`config.mk`:
```
export PLATFORM = sky130hd
export DESIGN_NAME = twpm_master
export DESIGN_NICKNAME = d
export VERILOG_FILES = /design/src/rtl/twpm_bit_engine.v /design/src/rtl/twpm_master.v
export VERILOG_INCLUDE_DIRS = /design/src /design/src/include
export SDC_FILE = /design/constraint.sdc
export NUM_CORES = 1
export LEC_CHECK = 0
export BUFFER_PORTS_ARGS = -buffer_cell sky130_fd_sc_hd__buf_2
export CORE_AREA = 8 8 162 126
export CTS_CLUSTER_DIAMETER = 120
export CTS_CLUSTER_SIZE = 14
export DETAILED_ROUTE_END_ITERATION = 7
export DIE_AREA = 0 0 170 134
export GPL_TIMING_DRIVEN = 0
export MAX_ROUTING_LAYER = met4
export PLACE_DENSITY = 0.49
export RECOVER_POWER = 50
export SLEW_MARGIN = 30
export SYNTH_ARGS = -nofsm -noshare
export SYNTH_HDL_FRONTEND = slang
export SYNTH_SLANG_ARGS = --single-unit
```
`constraint.sdc`:
```
create_clock -name clk_i -period 5.85 [get_ports clk_i]
set_input_delay 0.585 -clock clk_i [delete_from_list [all_inputs] [get_ports clk_i]]
set_output_delay 0.585 -clock clk_i [all_outputs]
set_load 0.05 [all_outputs]
```
`src/include/twpm_regs.vh`:
```
// register offsets, fields and timing constants of the two-wire pot master
`ifndef TWPM_REGS_VH
`define TWPM_REGS_VH

// controller register offsets (16-bit word address on the local port)
`define TWPM_REG_CTRL      4'h0
`define TWPM_REG_STATUS    4'h1
`define TWPM_REG_RDATA     4'h2
`define TWPM_REG_CFG       4'h3

// control register fields
`define TWPM_CTRL_GO       0
`define TWPM_CTRL_OP_LO    1
`define TWPM_CTRL_OP_HI    3
`define TWPM_CTRL_POT_LO   4
`define TWPM_CTRL_POT_HI   5
`define TWPM_CTRL_DATA_LO  8
`define TWPM_CTRL_DATA_HI  15

// operation codes
`define TWPM_OP_VWRITE     3'h0
`define TWPM_OP_NVWRITE    3'h1
`define TWPM_OP_READ       3'h2
`define TWPM_OP_CS_WRITE   3'h3
`define TWPM_OP_CS_READ    3'h4
`define TWPM_OP_POLL       3'h5

// status register fields
`define TWPM_ST_BUSY       0
`define TWPM_ST_NACK       1
`define TWPM_ST_DONE       2

// slave address fields
`define TWPM_TYPE_CODE     4'h5 // arbitrary value
`define TWPM_SEL_POT       3'h7
`define TWPM_SEL_CSR       3'h2
`define TWPM_DIR_READ      1'b1
`define TWPM_DIR_WRITE     1'b0

// instruction byte fields
`define TWPM_WT_BIT        7
`define TWPM_POT_100       2'h1
`define TWPM_POT_256       2'h2
`define TWPM_POT_RSVD      2'h3
`define TWPM_MAX_TAP_100   8'h63
`define TWPM_MAX_TAP_256   8'hFF

// timing: quarter period of the serial clock and the polling budget
`define TWPM_CLK_HZ        50000000
`define TWPM_SCL_HALF_NS   2500
`define TWPM_SCL_HALF_CYC  ((`TWPM_SCL_HALF_NS * 50) / 1000)
`define TWPM_PROG_MS       5
`define TWPM_POLL_MAX      16'h0100

`endif

```
`src/rtl/twpm_bit_engine.v`:
```
// bit level engine: start, stop, byte send/receive with acknowledge
`timescale 1ns/1ps
`include "twpm_regs.vh"

module twpm_bit_engine (
    // clock and reset
    input  wire       clk_i,
    input  wire       rst_i,
    // command
    input  wire [2:0] cmd_i,
    input  wire       cmd_valid_i,
    input  wire [7:0] tx_byte_i,
    input  wire       tx_ack_i,
    output wire       cmd_ready_o,
    output reg  [7:0] rx_byte_o,
    output reg        rx_ack_o,
    // bus pins
    input  wire       sda_i,
    output reg        sda_o,
    output wire       sda_oe_o,
    output reg        scl_o,
    output wire       scl_oe_o
);

    localparam C_START = 3'h1;
    localparam C_STOP  = 3'h2;
    localparam C_WRITE = 3'h3;
    localparam C_READ  = 3'h4;
    localparam [31:0] HALF_W = `TWPM_SCL_HALF_CYC;
    localparam [7:0]  HALF   = HALF_W[7:0];

    localparam S_IDLE = 3'h0;
    localparam S_ST   = 3'h1;
    localparam S_SP   = 3'h2;
    localparam S_BIT  = 3'h3;

    reg  [2:0] state;
    reg  [7:0] cnt;
    reg  [1:0] phase;
    reg  [3:0] bitn;
    reg  [8:0] shreg;
    reg        sda_s1;
    reg        sda_s2;
    wire       tick;

    assign tick        = (cnt == 8'h00);
    assign cmd_ready_o = (state == S_IDLE);
    // open drain: drive only to pull low
    assign sda_oe_o    = ~sda_o;
    assign scl_oe_o    = ~scl_o;

    always @(posedge clk_i or posedge rst_i) begin
        if (rst_i) begin
            sda_s1 <= 1'b1;
            sda_s2 <= 1'b1;
        end else begin
            sda_s1 <= sda_i;
            sda_s2 <= sda_s1;
        end
    end

    always @(posedge clk_i or posedge rst_i) begin
        if (rst_i) begin
            state     <= S_IDLE;
            cnt       <= 8'h00;
            phase     <= 2'h0;
            bitn      <= 4'h0;
            shreg     <= 9'h1FF;
            sda_o     <= 1'b1;
            scl_o     <= 1'b1;
            rx_byte_o <= 8'h00;
            rx_ack_o  <= 1'b1;
        end else begin
            cnt <= tick ? HALF - 8'h01 : cnt - 8'h01;
            case (state)
                S_IDLE: begin
                    phase <= 2'h0;
                    bitn  <= 4'h0;
                    if (cmd_valid_i) begin
                        cnt <= HALF - 8'h01;
                        if (cmd_i == C_START)
                            state <= S_ST;
                        else if (cmd_i == C_STOP)
                            state <= S_SP;
                        else if (cmd_i == C_WRITE) begin
                            state <= S_BIT;
                            shreg <= {tx_byte_i, 1'b1};
                        end else begin
                            state <= S_BIT;
                            shreg <= {8'hFF, tx_ack_i};
                        end
                    end
                end
                // sda high, scl high, then sda falls, then scl falls
                S_ST: if (tick) begin
                    phase <= phase + 2'h1;
                    case (phase)
                        2'h0: begin
                            sda_o <= 1'b1;
                            scl_o <= 1'b1;
                        end
                        2'h1: sda_o <= 1'b0;
                        default: begin
                            scl_o <= 1'b0;
                            state <= S_IDLE;
                        end
                    endcase
                end
                // sda low while scl low, scl rises, then sda rises
                S_SP: if (tick) begin
                    phase <= phase + 2'h1;
                    case (phase)
                        2'h0: sda_o <= 1'b0;
                        2'h1: scl_o <= 1'b1;
                        default: begin
                            sda_o <= 1'b1;
                            state <= S_IDLE;
                        end
                    endcase
                end
                // nine bits, data only changes with scl low
                S_BIT: if (tick) begin
                    phase <= phase + 2'h1;
                    case (phase)
                        2'h0: sda_o <= shreg[8];
                        2'h1: scl_o <= 1'b1;
                        2'h2: shreg <= {shreg[7:0], sda_s2};
                        default: begin
                            scl_o <= 1'b0;
                            bitn  <= bitn + 4'h1;
                            phase <= 2'h0;
                            if (bitn == 4'h8) begin
                                state     <= S_IDLE;
                                sda_o     <= 1'b1;
                                rx_ack_o  <= shreg[0];
                                rx_byte_o <= shreg[8:1];
                            end
                        end
                    endcase
                end
                default: state <= S_IDLE;
            endcase
        end
    end

endmodule // twpm_bit_engine

```
`src/rtl/twpm_master.v`:
```
// host-side controller for the two-wire dual potentiometer slave
// Functional notes
// - data line changes only while clock is low, except start/stop
// - start is data falling while clock high; each command starts so
// - every transaction ends with stop, after transmitter releases data
// - transmitter releases data after eight bits; receiver acks ninth clock
// - read: master acks to continue, nacks last byte then stops
// - address top four bits carry the fixed type code
// - write latch enable must be set before any wiper write
// - poll with valid address; ack means programming finished
// - wiper write is address, instruction, data bytes in order
// - wiper read: write address, instruction, restart, read address
`timescale 1ns/1ps
`include "twpm_regs.vh"

module twpm_master (
    // clock and reset
    input  wire        clk_i,
    input  wire        rst_i,
    // register port
    input  wire [3:0]  addr_i,
    input  wire [15:0] wdata_i,
    input  wire        wr_i,
    input  wire        rd_i,
    output reg  [15:0] rdata_o,
    // bus pins
    input  wire        sda_i,
    output wire        sda_o,
    output wire        sda_oe_o,
    output wire        scl_o,
    output wire        scl_oe_o
);

    localparam E_START = 3'h1;
    localparam E_STOP  = 3'h2;
    localparam E_WRITE = 3'h3;
    localparam E_READ  = 3'h4;

    localparam S_IDLE  = 4'h0;
    localparam S_START = 4'h1;
    localparam S_ADDR  = 4'h2;
    localparam S_INSTR = 4'h3;
    localparam S_DATA  = 4'h4;
    localparam S_RSTRT = 4'h5;
    localparam S_RADDR = 4'h6;
    localparam S_RBYTE = 4'h7;
    localparam S_STOP  = 4'h8;
    localparam S_WAIT  = 4'h9;

    ////////////////////////////////////////////////////////////////////////
    // slave address builder
    function [7:0] slave_addr;
        input [2:0] sel;
        input       dir;
        begin
            slave_addr = {`TWPM_TYPE_CODE, sel, dir};
        end
    endfunction

    // clamp to the selected pot's top tap so the word matches the slave
    function [7:0] clamp_tap;
        input [1:0] pot;
        input [7:0] val;
        begin
            if (pot == `TWPM_POT_100 && val > `TWPM_MAX_TAP_100)
                clamp_tap = `TWPM_MAX_TAP_100;
            else
                clamp_tap = val;
        end
    endfunction

    ////////////////////////////////////////////////////////////////////////
    reg  [3:0]  state;
    reg  [3:0]  next_state;
    reg  [2:0]  op;
    reg  [1:0]  pot;
    reg  [7:0]  data;
    reg         busy;
    reg         nack;
    reg         done;
    reg  [7:0]  rbyte;
    reg  [15:0] polls;
    reg  [15:0] poll_max;
    reg         sent;
    reg  [2:0]  e_cmd;
    reg  [7:0]  e_tx;
    reg         e_valid;
    wire        e_ready;
    wire [7:0]  e_rx;
    wire        e_ack;
    wire        is_cs;
    wire        is_rd;
    wire        go;

    assign is_cs = (op == `TWPM_OP_CS_WRITE) || (op == `TWPM_OP_CS_READ);
    assign is_rd = (op == `TWPM_OP_READ) || (op == `TWPM_OP_CS_READ);
    assign go    = wr_i && addr_i == `TWPM_REG_CTRL
                   && wdata_i[`TWPM_CTRL_GO] && !busy;

    twpm_bit_engine u_eng (
        .clk_i       (clk_i),
        .rst_i       (rst_i),
        .cmd_i       (e_cmd),
        .cmd_valid_i (e_valid),
        .tx_byte_i   (e_tx),
        .tx_ack_i    (1'b1),
        .cmd_ready_o (e_ready),
        .rx_byte_o   (e_rx),
        .rx_ack_o    (e_ack),
        .sda_i       (sda_i),
        .sda_o       (sda_o),
        .sda_oe_o    (sda_oe_o),
        .scl_o       (scl_o),
        .scl_oe_o    (scl_oe_o)
    );

    ////////////////////////////////////////////////////////////////////////
    // engine command per state; issued once, result taken when ready again
    always @* begin
        e_cmd = E_START;
        e_tx  = 8'hFF;
        case (state)
            S_START: e_cmd = E_START;
            S_RSTRT: e_cmd = E_START;
            S_ADDR: begin
                e_cmd = E_WRITE;
                if (op == `TWPM_OP_POLL)
                    e_tx = slave_addr(`TWPM_SEL_POT,
                                      `TWPM_DIR_WRITE);
                else if (is_cs) // latch is set through this path
                    e_tx = slave_addr(`TWPM_SEL_CSR,
                        op == `TWPM_OP_CS_READ ? `TWPM_DIR_READ
                                               : `TWPM_DIR_WRITE);
                else
                    e_tx = slave_addr(`TWPM_SEL_POT, `TWPM_DIR_WRITE);
            end
            S_INSTR: begin
                e_cmd = E_WRITE;
                e_tx  = {op == `TWPM_OP_NVWRITE, 5'h00, pot};
            end
            S_DATA: begin
                e_cmd = E_WRITE;
                e_tx  = is_cs ? data : clamp_tap(pot, data);
            end
            S_RADDR: begin
                e_cmd = E_WRITE;
                e_tx  = slave_addr(`TWPM_SEL_POT, `TWPM_DIR_READ);
            end
            S_RBYTE: e_cmd = E_READ;
            S_STOP:  e_cmd = E_STOP;
            default: e_cmd = E_START;
        endcase
    end

    // flow of one command; a refused byte goes straight to stop
    always @* begin
        next_state = state;
        case (state)
            S_IDLE:  next_state = S_IDLE;
            S_START: next_state = S_ADDR;
            S_ADDR: begin
                if (e_ack)
                    next_state = S_STOP;
                else if (op == `TWPM_OP_POLL)
                    next_state = S_STOP;
                else if (is_cs && is_rd)
                    next_state = S_RBYTE;
                else if (is_cs)
                    next_state = S_DATA;
                else
                    next_state = S_INSTR;
            end
            S_INSTR: begin
                if (e_ack)
                    next_state = S_STOP;
                else if (op == `TWPM_OP_READ)
                    next_state = S_RSTRT;
                else
                    next_state = S_DATA;
            end
            S_DATA:  next_state = S_STOP;
            S_RSTRT: next_state = S_RADDR;
            S_RADDR: next_state = e_ack ? S_STOP : S_RBYTE;
            S_RBYTE: next_state = S_STOP;
            S_STOP:  next_state = S_WAIT;
            S_WAIT:  next_state = S_IDLE;
            default: next_state = S_IDLE;
        endcase
    end

    ////////////////////////////////////////////////////////////////////////
    always @(posedge clk_i or posedge rst_i) begin
        if (rst_i) begin
            state    <= S_IDLE;
            op       <= `TWPM_OP_VWRITE;
            pot      <= `TWPM_POT_100;
            data     <= 8'h00;
            busy     <= 1'b0;
            nack     <= 1'b0;
            done     <= 1'b0;
            rbyte    <= 8'h00;
            polls    <= 16'h0000;
            poll_max <= `TWPM_POLL_MAX;
            sent     <= 1'b0;
            e_valid  <= 1'b0;
        end else begin
            e_valid <= 1'b0;
            if (wr_i && addr_i == `TWPM_REG_CFG)
                poll_max <= wdata_i;
            if (rd_i && addr_i == `TWPM_REG_STATUS)
                done <= 1'b0;
            if (go) begin
                op    <= wdata_i[`TWPM_CTRL_OP_HI:`TWPM_CTRL_OP_LO];
                pot   <= wdata_i[`TWPM_CTRL_POT_HI:`TWPM_CTRL_POT_LO];
                data  <= wdata_i[`TWPM_CTRL_DATA_HI:`TWPM_CTRL_DATA_LO];
                busy  <= 1'b1;
                nack  <= 1'b0;
                polls <= 16'h0000;
                sent  <= 1'b0;
                state <= S_START;
            end else if (state == S_WAIT) begin
                // for a poll command, retry until the slave acks or poll_max retries are spent
                if (op == `TWPM_OP_POLL && nack
                        && polls < poll_max) begin
                    polls <= polls + 16'h0001;
                    nack  <= 1'b0;
                    state <= S_START;
                end else begin
                    busy  <= 1'b0;
                    done  <= 1'b1; // set wins over the read clear
                    state <= S_IDLE;
                end
            end else if (state != S_IDLE) begin
                if (!sent && e_ready) begin
                    e_valid <= 1'b1;
                    sent    <= 1'b1;
                end else if (sent && e_ready && !e_valid) begin
                    sent  <= 1'b0;
                    state <= next_state;
                    if ((state == S_ADDR || state == S_INSTR
                            || state == S_DATA || state == S_RADDR)
                            && e_ack)
                        nack <= 1'b1;
                    if (state == S_RBYTE)
                        rbyte <= e_rx;
                end
            end
        end
    end

    ////////////////////////////////////////////////////////////////////////
    always @(posedge clk_i or posedge rst_i) begin
        if (rst_i) begin
            rdata_o <= 16'h0000;
        end else if (rd_i) begin
            case (addr_i)
                `TWPM_REG_CTRL:
                    rdata_o <= {data, 2'h0, pot, op, busy};
                `TWPM_REG_STATUS:
                    rdata_o <= {13'h0000, done, nack, busy};
                `TWPM_REG_RDATA:  rdata_o <= {8'h00, rbyte};
                `TWPM_REG_CFG:    rdata_o <= poll_max;
                default:          rdata_o <= 16'h0000;
            endcase
        end else begin
            rdata_o <= 16'h0000;
        end
    end

endmodule // twpm_master

```
-- After elaboration in Yosys (flattened, before gate mapping)
Index checks and enable logic that the tools add are counted.
- multiplexer cells: 90
- magnitude comparators: 2
- shifts and indexed selects: 0
- multipliers: 0
- equal/unequal tests: 49
- $add $sub $neg: 4
- divide/modulo/power cells: 0
- bitwise gates (word level): 6
- reduce and logical (&&, ||, !) cells: 56
- operators with widths (kind ; number):
    $mux 16 ; 4
    $pmux 16 s4 ; 1
    $mux 9 ; 6
    $mux 4 ; 12
    $mux 8 ; 6
    $mux 1 ; 35
    $pmux 8 s4 ; 1
    $pmux 4 s7 ; 1
    $mux 3 ; 9
    $ne 2x2->1 const B ; 11
    $eq 3x2->1 const B ; 6
    $pmux 3 s3 ; 2
    $pmux 9 s2 ; 1
    $reduce_and 6->1 ; 3
    $reduce_bool 3->1 ; 6
    $add 16x1->16 const B ; 1
    $eq 4x2->1 const B ; 4
    $eq 4x3->1 const B ; 4
    $lt 16x16->1 ; 1
    $ne 2x1->1 const B ; 7
    $logic_and 1x1->1 ; 13
    $eq 4x4->1 const B ; 3
    $reduce_and 3->1 ; 4
    $pmux 1 s2 ; 5
    other kinds (33) ; 61
- RAM bits: 0
- output and inout port bits: 20
- flip-flop bits (word level): 117
- memories kept: 0
- input port bits: 25
- bits in read-only memories: 0
- bits in latches: 0
- word-level logic and storage cells: 231

-- Depth between registers and ports, before layout
Gate-level depths: netlist of the first run.
- depth in word-level cells: 12
- gate-level depth with buffers: 9
- gate-level depth less buffers: 8

-- By module
From an unflattened synthesis of the first run, not the netlist that was laid out.
- cells, all modules: 638
- area, all modules: 6306.0 µm²
- by module, submodules not included (module ; sequential area each (µm²) ; cells each ; times used ; area each (µm²)):
    twpm_master ; 1954.4 ; 443 ; 1 ; 4205.3
    twpm_bit_engine ; 968.4 ; 195 ; 1 ; 2100.8

-- Least setup slack after synthesis of the first run
Ideal clock, no wire load.
- kind: reg2reg
- start: register u_eng.state[0]
- end: register rbyte[0]
- setup time: 0.125 ns
- path slack: 3.527 ns
- stages on the path, launching flop included: 8
- clock period less this slack: 2.323 ns
- data required time: 5.725 ns
- data arrival time: 2.198 ns
- buffers on the path: 1
- cells stage by stage: dfrtp_1 inv_1 ha_1 buf_2 nor2b_1 nand3_1 nor4_2 mux2_2
- word-level cells in the longest chain between the ends: 4
- elaborated cells on any way between the ends: 6
- classes of those cells: 1 x bitwise; 5 x reduce/logical
- RTL lines (item ; RTL line ; RTL):
    start: declaration ; twpm_bit_engine.v:37 ; reg [2:0] state;
    start signal: assignment ; twpm_bit_engine.v:64 ; state <= S_IDLE;
    start signal: assignment ; twpm_bit_engine.v:82 ; state <= S_ST;
    start signal: assignment ; twpm_bit_engine.v:84 ; state <= S_SP;
    $logic_not 3->1 (*) ; twpm_bit_engine.v:47 ; assign cmd_ready_o = (state == S_IDLE);
    $logic_and 1x1->1 (on tied branches) ; twpm_master.v:237, twpm_master.v:234 ;
    $logic_and 1x1->1 / $not 1->1 (equally long branches) ; - ;
    $reduce_and 6->1 (no line) (*) ; - ;
    end signal: assignment ; twpm_master.v:245 ; rbyte <= e_rx;
    end: declaration ; twpm_master.v:81 ; reg [7:0] rbyte;
Every way passes the cells marked *; elsewhere a longest branch is shown, timed or not.
A chain may end at the register's enable or synchronous reset.

-- Worst setup path after layout of the first run
- start: register poll_max[13]
- end: register polls[12]
- word-level cells in the longest chain between the ends: 4
- RTL lines (item ; RTL line ; RTL):
    start: declaration ; twpm_master.v:83 ; reg [15:0] poll_max;
    start signal: assignment ; twpm_master.v:203 ; poll_max <= `TWPM_POLL_MAX;
    start signal: assignment ; twpm_master.v:209 ; poll_max <= wdata_i;
    $lt 16x16->1 ; twpm_master.v:224 ; && polls < poll_max) begin
    $logic_and 1x1->1 ; twpm_master.v:223 ; if (op == `TWPM_OP_POLL && nack
    $reduce_bool 2->1 (no line) ; - ;
    $reduce_and 2->1 (no line) ; - ;
    end signal: assignment ; twpm_master.v:225 ; polls <= polls + 16'h0001;
    end: declaration ; twpm_master.v:82 ; reg [15:0] polls;
No other way between the ends.

==> impl_results.md, run 1 <==
- Input/output buffers: 44
- Die width: around 170 um
- Reg2reg end: polls[12]$_DFFE_PP0P_
- Initial antenna violation count: 0
- Leading post-synthesis cells by cell area: dfrtp_1 (41%), dfstp_2 (6.9%), ha_1 (5.7%), nand2_1 (5.1%), mux2_2 (5.0%)
- Core Region: ~0.018 sq mm
- Layout area overhead: 18.7%
- Synth area leader: dfrtp_1
- Top-count cell post-synth: dfrtp_1
- GR Overflow Total: 0
- Peak Freq: 0.358 GHz
- Syn avg cell area: ~9.8 sq um
- CP arrival: approximately 3 ns
- Slack of the worst reg-to-reg path: just over 3 ns
- CTS root buffer: clkbuf_16
- Die height: about 130 um
- Clock transition at path regs: roughly 0.06 ns
- Final WL: between 15,000 and 20,000 um
- Clock latency on the worst-skew pair: roughly 0.43 ns
- # fillers: around 1.8k
- Peak VDD IR: between 0.1 and 0.15 mV
- TritonCTS sink count: 116
- Cell row count: 43
- CP max stage cell: a211oi_1
- Gpl congestion: around 0.85
- Most frequent CP cell: a21oi_1
- Post-route minimum period: approximately 2.8 ns
- Share of the synthesized area in the top cell type: approximately two fifths
- Lkg Pwr: approximately 3.1 nW
- Routed len/inst: roughly 18 um
- PwrDens: 278 mW/mm^2
- Initial core utilization: between 30% and 40%
- R2R depth: 9
- Busiest grt layer: met1
- Number of cells on the critical path: 9
- Layout Utilization: 40.4%
- Vias post-DR: 4,906
- Post-synthesis cell type count: 61
- Setup ws final: around 3.1 ns
- Fin crit share: between 40% and 50%
- Main flop type after synthesis: dfrtp_1
- Die area: around 0.023 sq mm
- Nets: 740
- CP peak stage delay: 0.44 ns
- Met3 Resource Use GR: under 10%
- Post-CTS setup buffer count: 0
- Slew HR: -66.7%
- Crit Path Class: reg2reg
- GRT Util Overall: 15.9%
- Post-route ant nets: 0
- CTS Buffer Depth: 2
- Post-CTS sizing: 0
- Synth async-reset ratio: 100%
- Seq/Total Area, Yosys: about 48%
- I/O pin total: 45
- Setup TNS: 0 ns
- EDFF count, synth: 0
- Ys Warns: 0
- Number of global-route vias before repair: ~4.9k
- Hold EP: u_eng.sda_s1$_DFF_PP1_
- Drt pass-1 iters: 5
- Finished Layout Cells: 947
- Hold Path Origin: sda_i
- CTS tree: built
- Share of layout cells above drive strength 1: slightly below 20%
- CP cell instances: inv_1 -> ha_1 -> a21oi_1 -> o2111ai_1 -> a211oi_1 -> nand3_1 -> clkbuf_1 -> o21ai_0 -> a21oi_1
- Place WS: approximately 2.5 ns
- Status: complete, but fails checks
- GRT met2 Usage: 21.8%
- Met1 Track Usage GR: 22.8%
- Synth cell count leaders: dfrtp_1 (100), nand2_1 (83), nor2_1 (45), inv_1 (36), a21oi_1 (32)
- Setup crit start kind: flop
- Setup crit end kind: flop
- Mapped Cells: ~620
- Maxcap violations: 1
- First-pass GRT wire length: 27,400 um
- Critical Path RT: around 6.2 ns
- Transition time of the tightest slew-check pin: 2.49 ns
- Cts hold-fix bufs: 0
- Critical path fanouts, max: 10
- Power Total: 2.02 mW
- Pins Over Slew Limit: between 50 and 60
- Reg2reg start: poll_max[13]$_DFFE_PP0P_
- Cts bufs inserted: 17
- Largest net degree at the start of global routing: 65
- Final number of hold-violating endpoints: 0
- H-tree levels: 4
- Dpl hpwl: around 13,000 um
- Syn nets: ~680
- DR DRC count: 0
- Setup Skew: roughly 0.012 ns
- Crit path buf inv count: 2
- Placed cells: approximately 920
- Failing checks: max-capacitance violations, max-slew violations
- DR vias/cell: a little over 5
- Hold WC Path Type: in2reg
- Unrepaired setup endpoints after global routing: no
- Setup violations, final: 0
- N_diodes: 0
- Mapped cell area: 0.00612 sq mm
- Flop and latch count out of synthesis: between 100 and 150
- Hold Path Depth: 1
- DRT iter0 DRCs: between 400 and 500
- Top delay family on crit path: compound AO/OA/AOI/OAI gates
## cell families after synthesis
| group | count (synthesis) | share of synthesized area [%] |
|---|---|---|
| XOR/XNOR | 13 | 1.86 |
| multiplexers | 40 | 7.58 |
| flip-flops | 116 | 47.7 |
| buffers and inverters | 63 | 4.17 |
| AO/OA/AOI/OAI | 130 | 14.1 |
| AND/OR/NAND/NOR | 232 | 18.9 |
| adder cells (fa/ha/maj) | 28 | 5.72 |
## power breakdown
part           internal [mW]  switching [mW]
clock                  0.597           0.423
combinational         0.0551          0.0847
sequential             0.832          0.0270
## sequential cells by signal (all words and copies together) (netlist names), 2 cells and up
name             flops
op                   3
u_eng.rx_byte_o      8
u_eng.shreg          9
u_eng.cnt            8
data                 8
state                4
u_eng.bitn           4
rbyte                8
polls               16
rdata_o             16
u_eng.phase          2
u_eng.state          2
pot                  2
poll_max            16
## layout make-up
cell class	count	area, sq um	share of cell area, %
multi-input combinational	443	2960	40.7
clock buffer	18	429	5.91
timing repair buffer	46	244	3.36
inverter	36	136	1.88
buffer	27	120	1.65
clock inverter	14	146	2.01
sequential	116	2920	40.2
tap	247	309	4.25
## per-stage QoR
step           cell area, sq um  hold slack, ns
5_1_grt                    7270           0.248
2_1_floorplan              6120           0.345
6_report                   7270           0.259
4_1_cts                    7280           0.168
3_5_place_dp               6700           0.350
3_3_place_gp               6650           0.348
## cell usage in the layout, fill, tap and decap left out, types with 16 or more instances in the layout
master	count
dfrtp_1	100
nand2_1	83
nor2_1	45
buf_2	41
inv_1	35
a21oi_1	32
o21ai_0	31
clkbuf_1	30
ha_1	28
mux2_2	27
nand3_1	19
a22oi_1	18
clkbuf_16	17
dfstp_2	16
## layer usage
metal / vias up / wire, um
li1: 2332 / -
met1: 2450 / 8660
met2: 110 / 7220
met3: 14 / 795
met4: 0 / 176
met5: - / 0
## worst register-to-register path: stages, from the launching register on
cell and delay [ns]:
dfrtp_1 0.40, inv_1 0.12, ha_1 0.26, a21oi_1 0.18
o2111ai_1 0.22, a211oi_1 0.44, nand3_1 0.36, clkbuf_1 0.36
o21ai_0 0.24, a21oi_1 0.09
## how the worst max path moves through the flow
stage	start	end	slack [ns]
3_5_place_dp	addr_i[1]	state[3]$_DFFE_PP0P_	2.50
2_1_floorplan	rst_i	busy$_DFFE_PP0P_	2.22
4_1_cts	u_eng.state[1]$_DFFE_PP0P_	rbyte[6]$_DFFE_PP0P_	2.87
5_1_grt	poll_max[14]$_DFFE_PP0P_	polls[1]$_DFFE_PP0P_	2.80
6_report	poll_max[13]$_DFFE_PP0P_	polls[12]$_DFFE_PP0P_	3.06
3_3_place_gp	rst_i	rdata_o[12]$_DFF_PP0_	0.76
Note: power is estimated with default switching activity, not from simulation.
==> run 2, diff against run 1 <==
PLACE_DENSITY = 0.5   (was 0.49)
clock period = 2.32 ns   (was 5.85 ns; I/O delays follow)
==> impl_results.md, run 2 (synthesis results as in run 1) <==
- Status: complete, but fails checks (unchanged)
- Failing checks: max-capacitance violations, negative setup slack (was max-capacitance violations, max-slew violations)
- Die height: 134 um (unchanged)
- GRT Util Overall: 16.6% (was 15.9%)
- Critical Path RT: 2.62 ns (was 6.15 ns)
- Drt pass-1 iters: 5 (unchanged)
- Busiest grt layer: met1 (unchanged)
- Cell row count: 43 (unchanged)
- Clock transition at path regs: 0.06 ns (about the same)
- CTS Buffer Depth: 2 (unchanged)
- Most frequent cells in the layout: dfrtp_1 (94), nand2_1 (69), nor2_1 (43), clkbuf_1 (35), buf_4 (34) (was dfrtp_1 (100), nand2_1 (83), nor2_1 (45), buf_2 (41), inv_1 (35))
- Pins Over Slew Limit: 0 (was 53)
- CP max stage cell: or4_4 (was a211oi_1)
- CP arrival: 2.69 ns (was 3.09 ns)
- Post-route minimum period: 2.39 ns (was 2.79 ns)
- Peak VDD IR: 0.381 mV (was 0.127 mV)
- Number of global-route vias before repair: 5,154 (was 4,864)
- Setup violations, final: 9 (was 0)
- Dpl hpwl: 12,800 um (was 12,700 um)
- Nets: 785 (was 740)
- Post-route ant nets: 0 (unchanged)
- # fillers: 1,720 (was 1,818)
- Share of layout cells above drive strength 1: 31.7% (was 19.4%)
- Die area: 0.0228 sq mm (unchanged)
- Cts bufs inserted: 17 (unchanged)
- Unrepaired setup endpoints after global routing: yes (was no)
- CTS tree: built (unchanged)
- Setup TNS: -0.477 ns (was 0 ns)
- Vias post-DR: 5,141 (was 4,906)
- TritonCTS sink count: 116 (unchanged)
- Largest net degree at the start of global routing: 31 (was 65)
- DRT iter0 DRCs: 471 (was 453)
- Setup crit start kind: flop (unchanged)
- Final WL: 18,000 um (was 16,800 um)
- Largest registers: poll_max (16), polls (16), rdata_o (16) (unchanged)
- GR Overflow Total: 0 (unchanged)
- CTS root buffer: clkbuf_16 (unchanged)
- Slew HR: 1.23% (was -66.7%)
- Peak Freq: 0.418 GHz (was 0.358 GHz)
- CP cell instances: or4_4 -> nor4b_4 -> nand2_2 -> or3_4 -> buf_8 -> mux2_4 (was inv_1 -> ha_1 -> a21oi_1 -> o2111ai_1 -> a211oi_1 -> nand3_1 -> clkbuf_1 -> o21ai_0 -> a21oi_1)
- Power Total: 5.21 mW (was 2.02 mW)
- Hold WC Path Type: in2reg (unchanged)
- Layout area overhead: 31.9% (was 18.7%)
- Met3 Resource Use GR: 3.79% (was 3.38%)
- Die width: 170 um (unchanged)
- DR DRC count: 0 (unchanged)
- H-tree levels: 4 (unchanged)
- Setup ws final: -0.0727 ns (was 3.06 ns)
- Initial core utilization: 34.1% (unchanged)
- Commonest non-fill, non-tap cell in the layout: dfrtp_1 (unchanged)
- Met1 Track Usage GR: 23.9% (was 22.8%)
- Initial antenna violation count: 0 (unchanged)
- GRT met2 Usage: 23.3% (was 21.8%)
- Setup Skew: 0.0101 ns (was 0.0119 ns)
- Input/output buffers: 44 (unchanged)
- N_diodes: 0 (unchanged)
- Fin crit share: 103% (was 47.8%)
- Maxcap violations: 1 (unchanged)
- Place WS: -0.653 ns (was 2.50 ns)
- PwrDens: 646 mW/mm^2 (was 278 mW/mm^2)
- First-pass GRT wire length: 28,700 um (was 27,400 um)
- Crit Path Class: reg2reg (unchanged)
- Final number of hold-violating endpoints: 0 (unchanged)
- Critical path fanouts, max: 5 (was 10)
- Lkg Pwr: 3.42 nW (was 3.14 nW)
- Clock latency on the worst-skew pair: 0.42 ns (was 0.43 ns)
- Setup crit end kind: flop (unchanged)
- Transition time of the tightest slew-check pin: 1.47 ns (was 2.49 ns)
- DR vias/cell: 5.18 (about the same)
- CP peak stage delay: 0.57 ns (was 0.44 ns)
- Routed len/inst: 18.1 um (was 17.8 um)
- I/O pin total: 45 (unchanged)
- Core Region: 0.0180 sq mm (unchanged)
- Gpl congestion: 0.829 (was 0.848)
-- run 2: changes by cell type in the layout (fill, tap and decap cells not counted), moves of 6 or more --
cell	previous run	this run
buf_4	0	34
nand2_1	83	69
buf_2	41	29
nand2_2	1	13
a21oi_1	32	25
a21oi_2	0	6
dfrtp_1	100	94
dfrtp_2	0	6
-- run 2: worst max-delay path: cells and delay by family (launching register included) --
kind                   cells  cell delay [ns]
buffers and inverters      1             0.16
DFF                        1             0.37
muxes                      1             0.29
and+or+nand+nor            4             1.45
-- run 2: path summary, 6_finish.rpt --
path                                         from                             end  slack (ns)  cells after the start
max in group asynchronous                   rst_i              pot[0]$_DFFE_PP1P_        0.28                      6
hold / removal                        wdata_i[10]             data[2]$_DFFE_PP0P_        0.03                      3
hold reg to reg            u_eng.sda_s1$_DFF_PP1_          u_eng.sda_s2$_DFF_PP1_        0.36                      0
setup reg to reg           u_eng.cnt[5]$_DFF_PP0_  u_eng.rx_byte_o[6]$_DFFE_PP0P_       -0.07                      6
setup / recovery           u_eng.cnt[5]$_DFF_PP0_  u_eng.rx_byte_o[6]$_DFFE_PP0P_       -0.07                      6
min in group asynchronous                   rst_i      u_eng.phase[0]$_DFFE_PP0P_        0.52                      3
-- run 2: timing repair --
item | 4_1_cts | 5_1_grt
buffers inserted | 16 | 24
gates cloned | 4 | 0
gates resized for setup | 43 | 67
endpoints found under the hold margin | 17 | 0
hold buffers | 2 | 0
endpoints found under the setup margin | 43 | 54
pin swaps | 15 | 26
-- run 2: area by class of cell --
type | instances | area, sq um | area share, %
Sequential cell | 116 | 2930 | 36.3
Clock inverter | 13 | 128 | 1.58
Timing Repair Buffer | 92 | 667 | 8.26
Multi-Input combinational cell | 444 | 3320 | 41.1
Buffer | 25 | 143 | 1.77
Tap cell | 247 | 309 | 3.83
Clock buffer | 19 | 443 | 5.49
Inverter | 36 | 136 | 1.69
-- run 2: per-stage QoR --
| stage | utilization, % | std cells | cell area (sq um) | hold slack, ns |
|---|---|---|---|---|
| final | 44.9 | 992 | 8070 | 0.0260 |
| after global routing | 44.9 | 992 | 8070 | 0.0377 |
| after CTS | 42.9 | 971 | 7710 | 0.0133 |
| after detailed placement | 37.6 | 917 | 6760 | 0.313 |
| after global placement | 37.1 | 913 | 6660 | 0.338 |
| after floorplan | - | 622 | 6130 | 0.236 |
-- run 2: metal layers --
layer,routed length [um],vias up,part of all wire [%]
met5,0,-,0
met4,152,0,0.85
met1,9250,2602,51
met2,7850,98,44
li1,-,2430,-
met3,731,11,4.1
-- run 2: power breakdown --
| part | leakage (nW) | switching [mW] | internal (mW) | total, mW |
|---|---|---|---|---|
| clock network | 0.276 | 1.02 | 1.52 | 2.54 |
| registers | 1.40 | 0.0614 | 2.10 | 2.16 |
| logic | 1.75 | 0.293 | 0.222 | 0.515 |
| total | 3.42 | 1.38 | 3.84 | 5.21 |
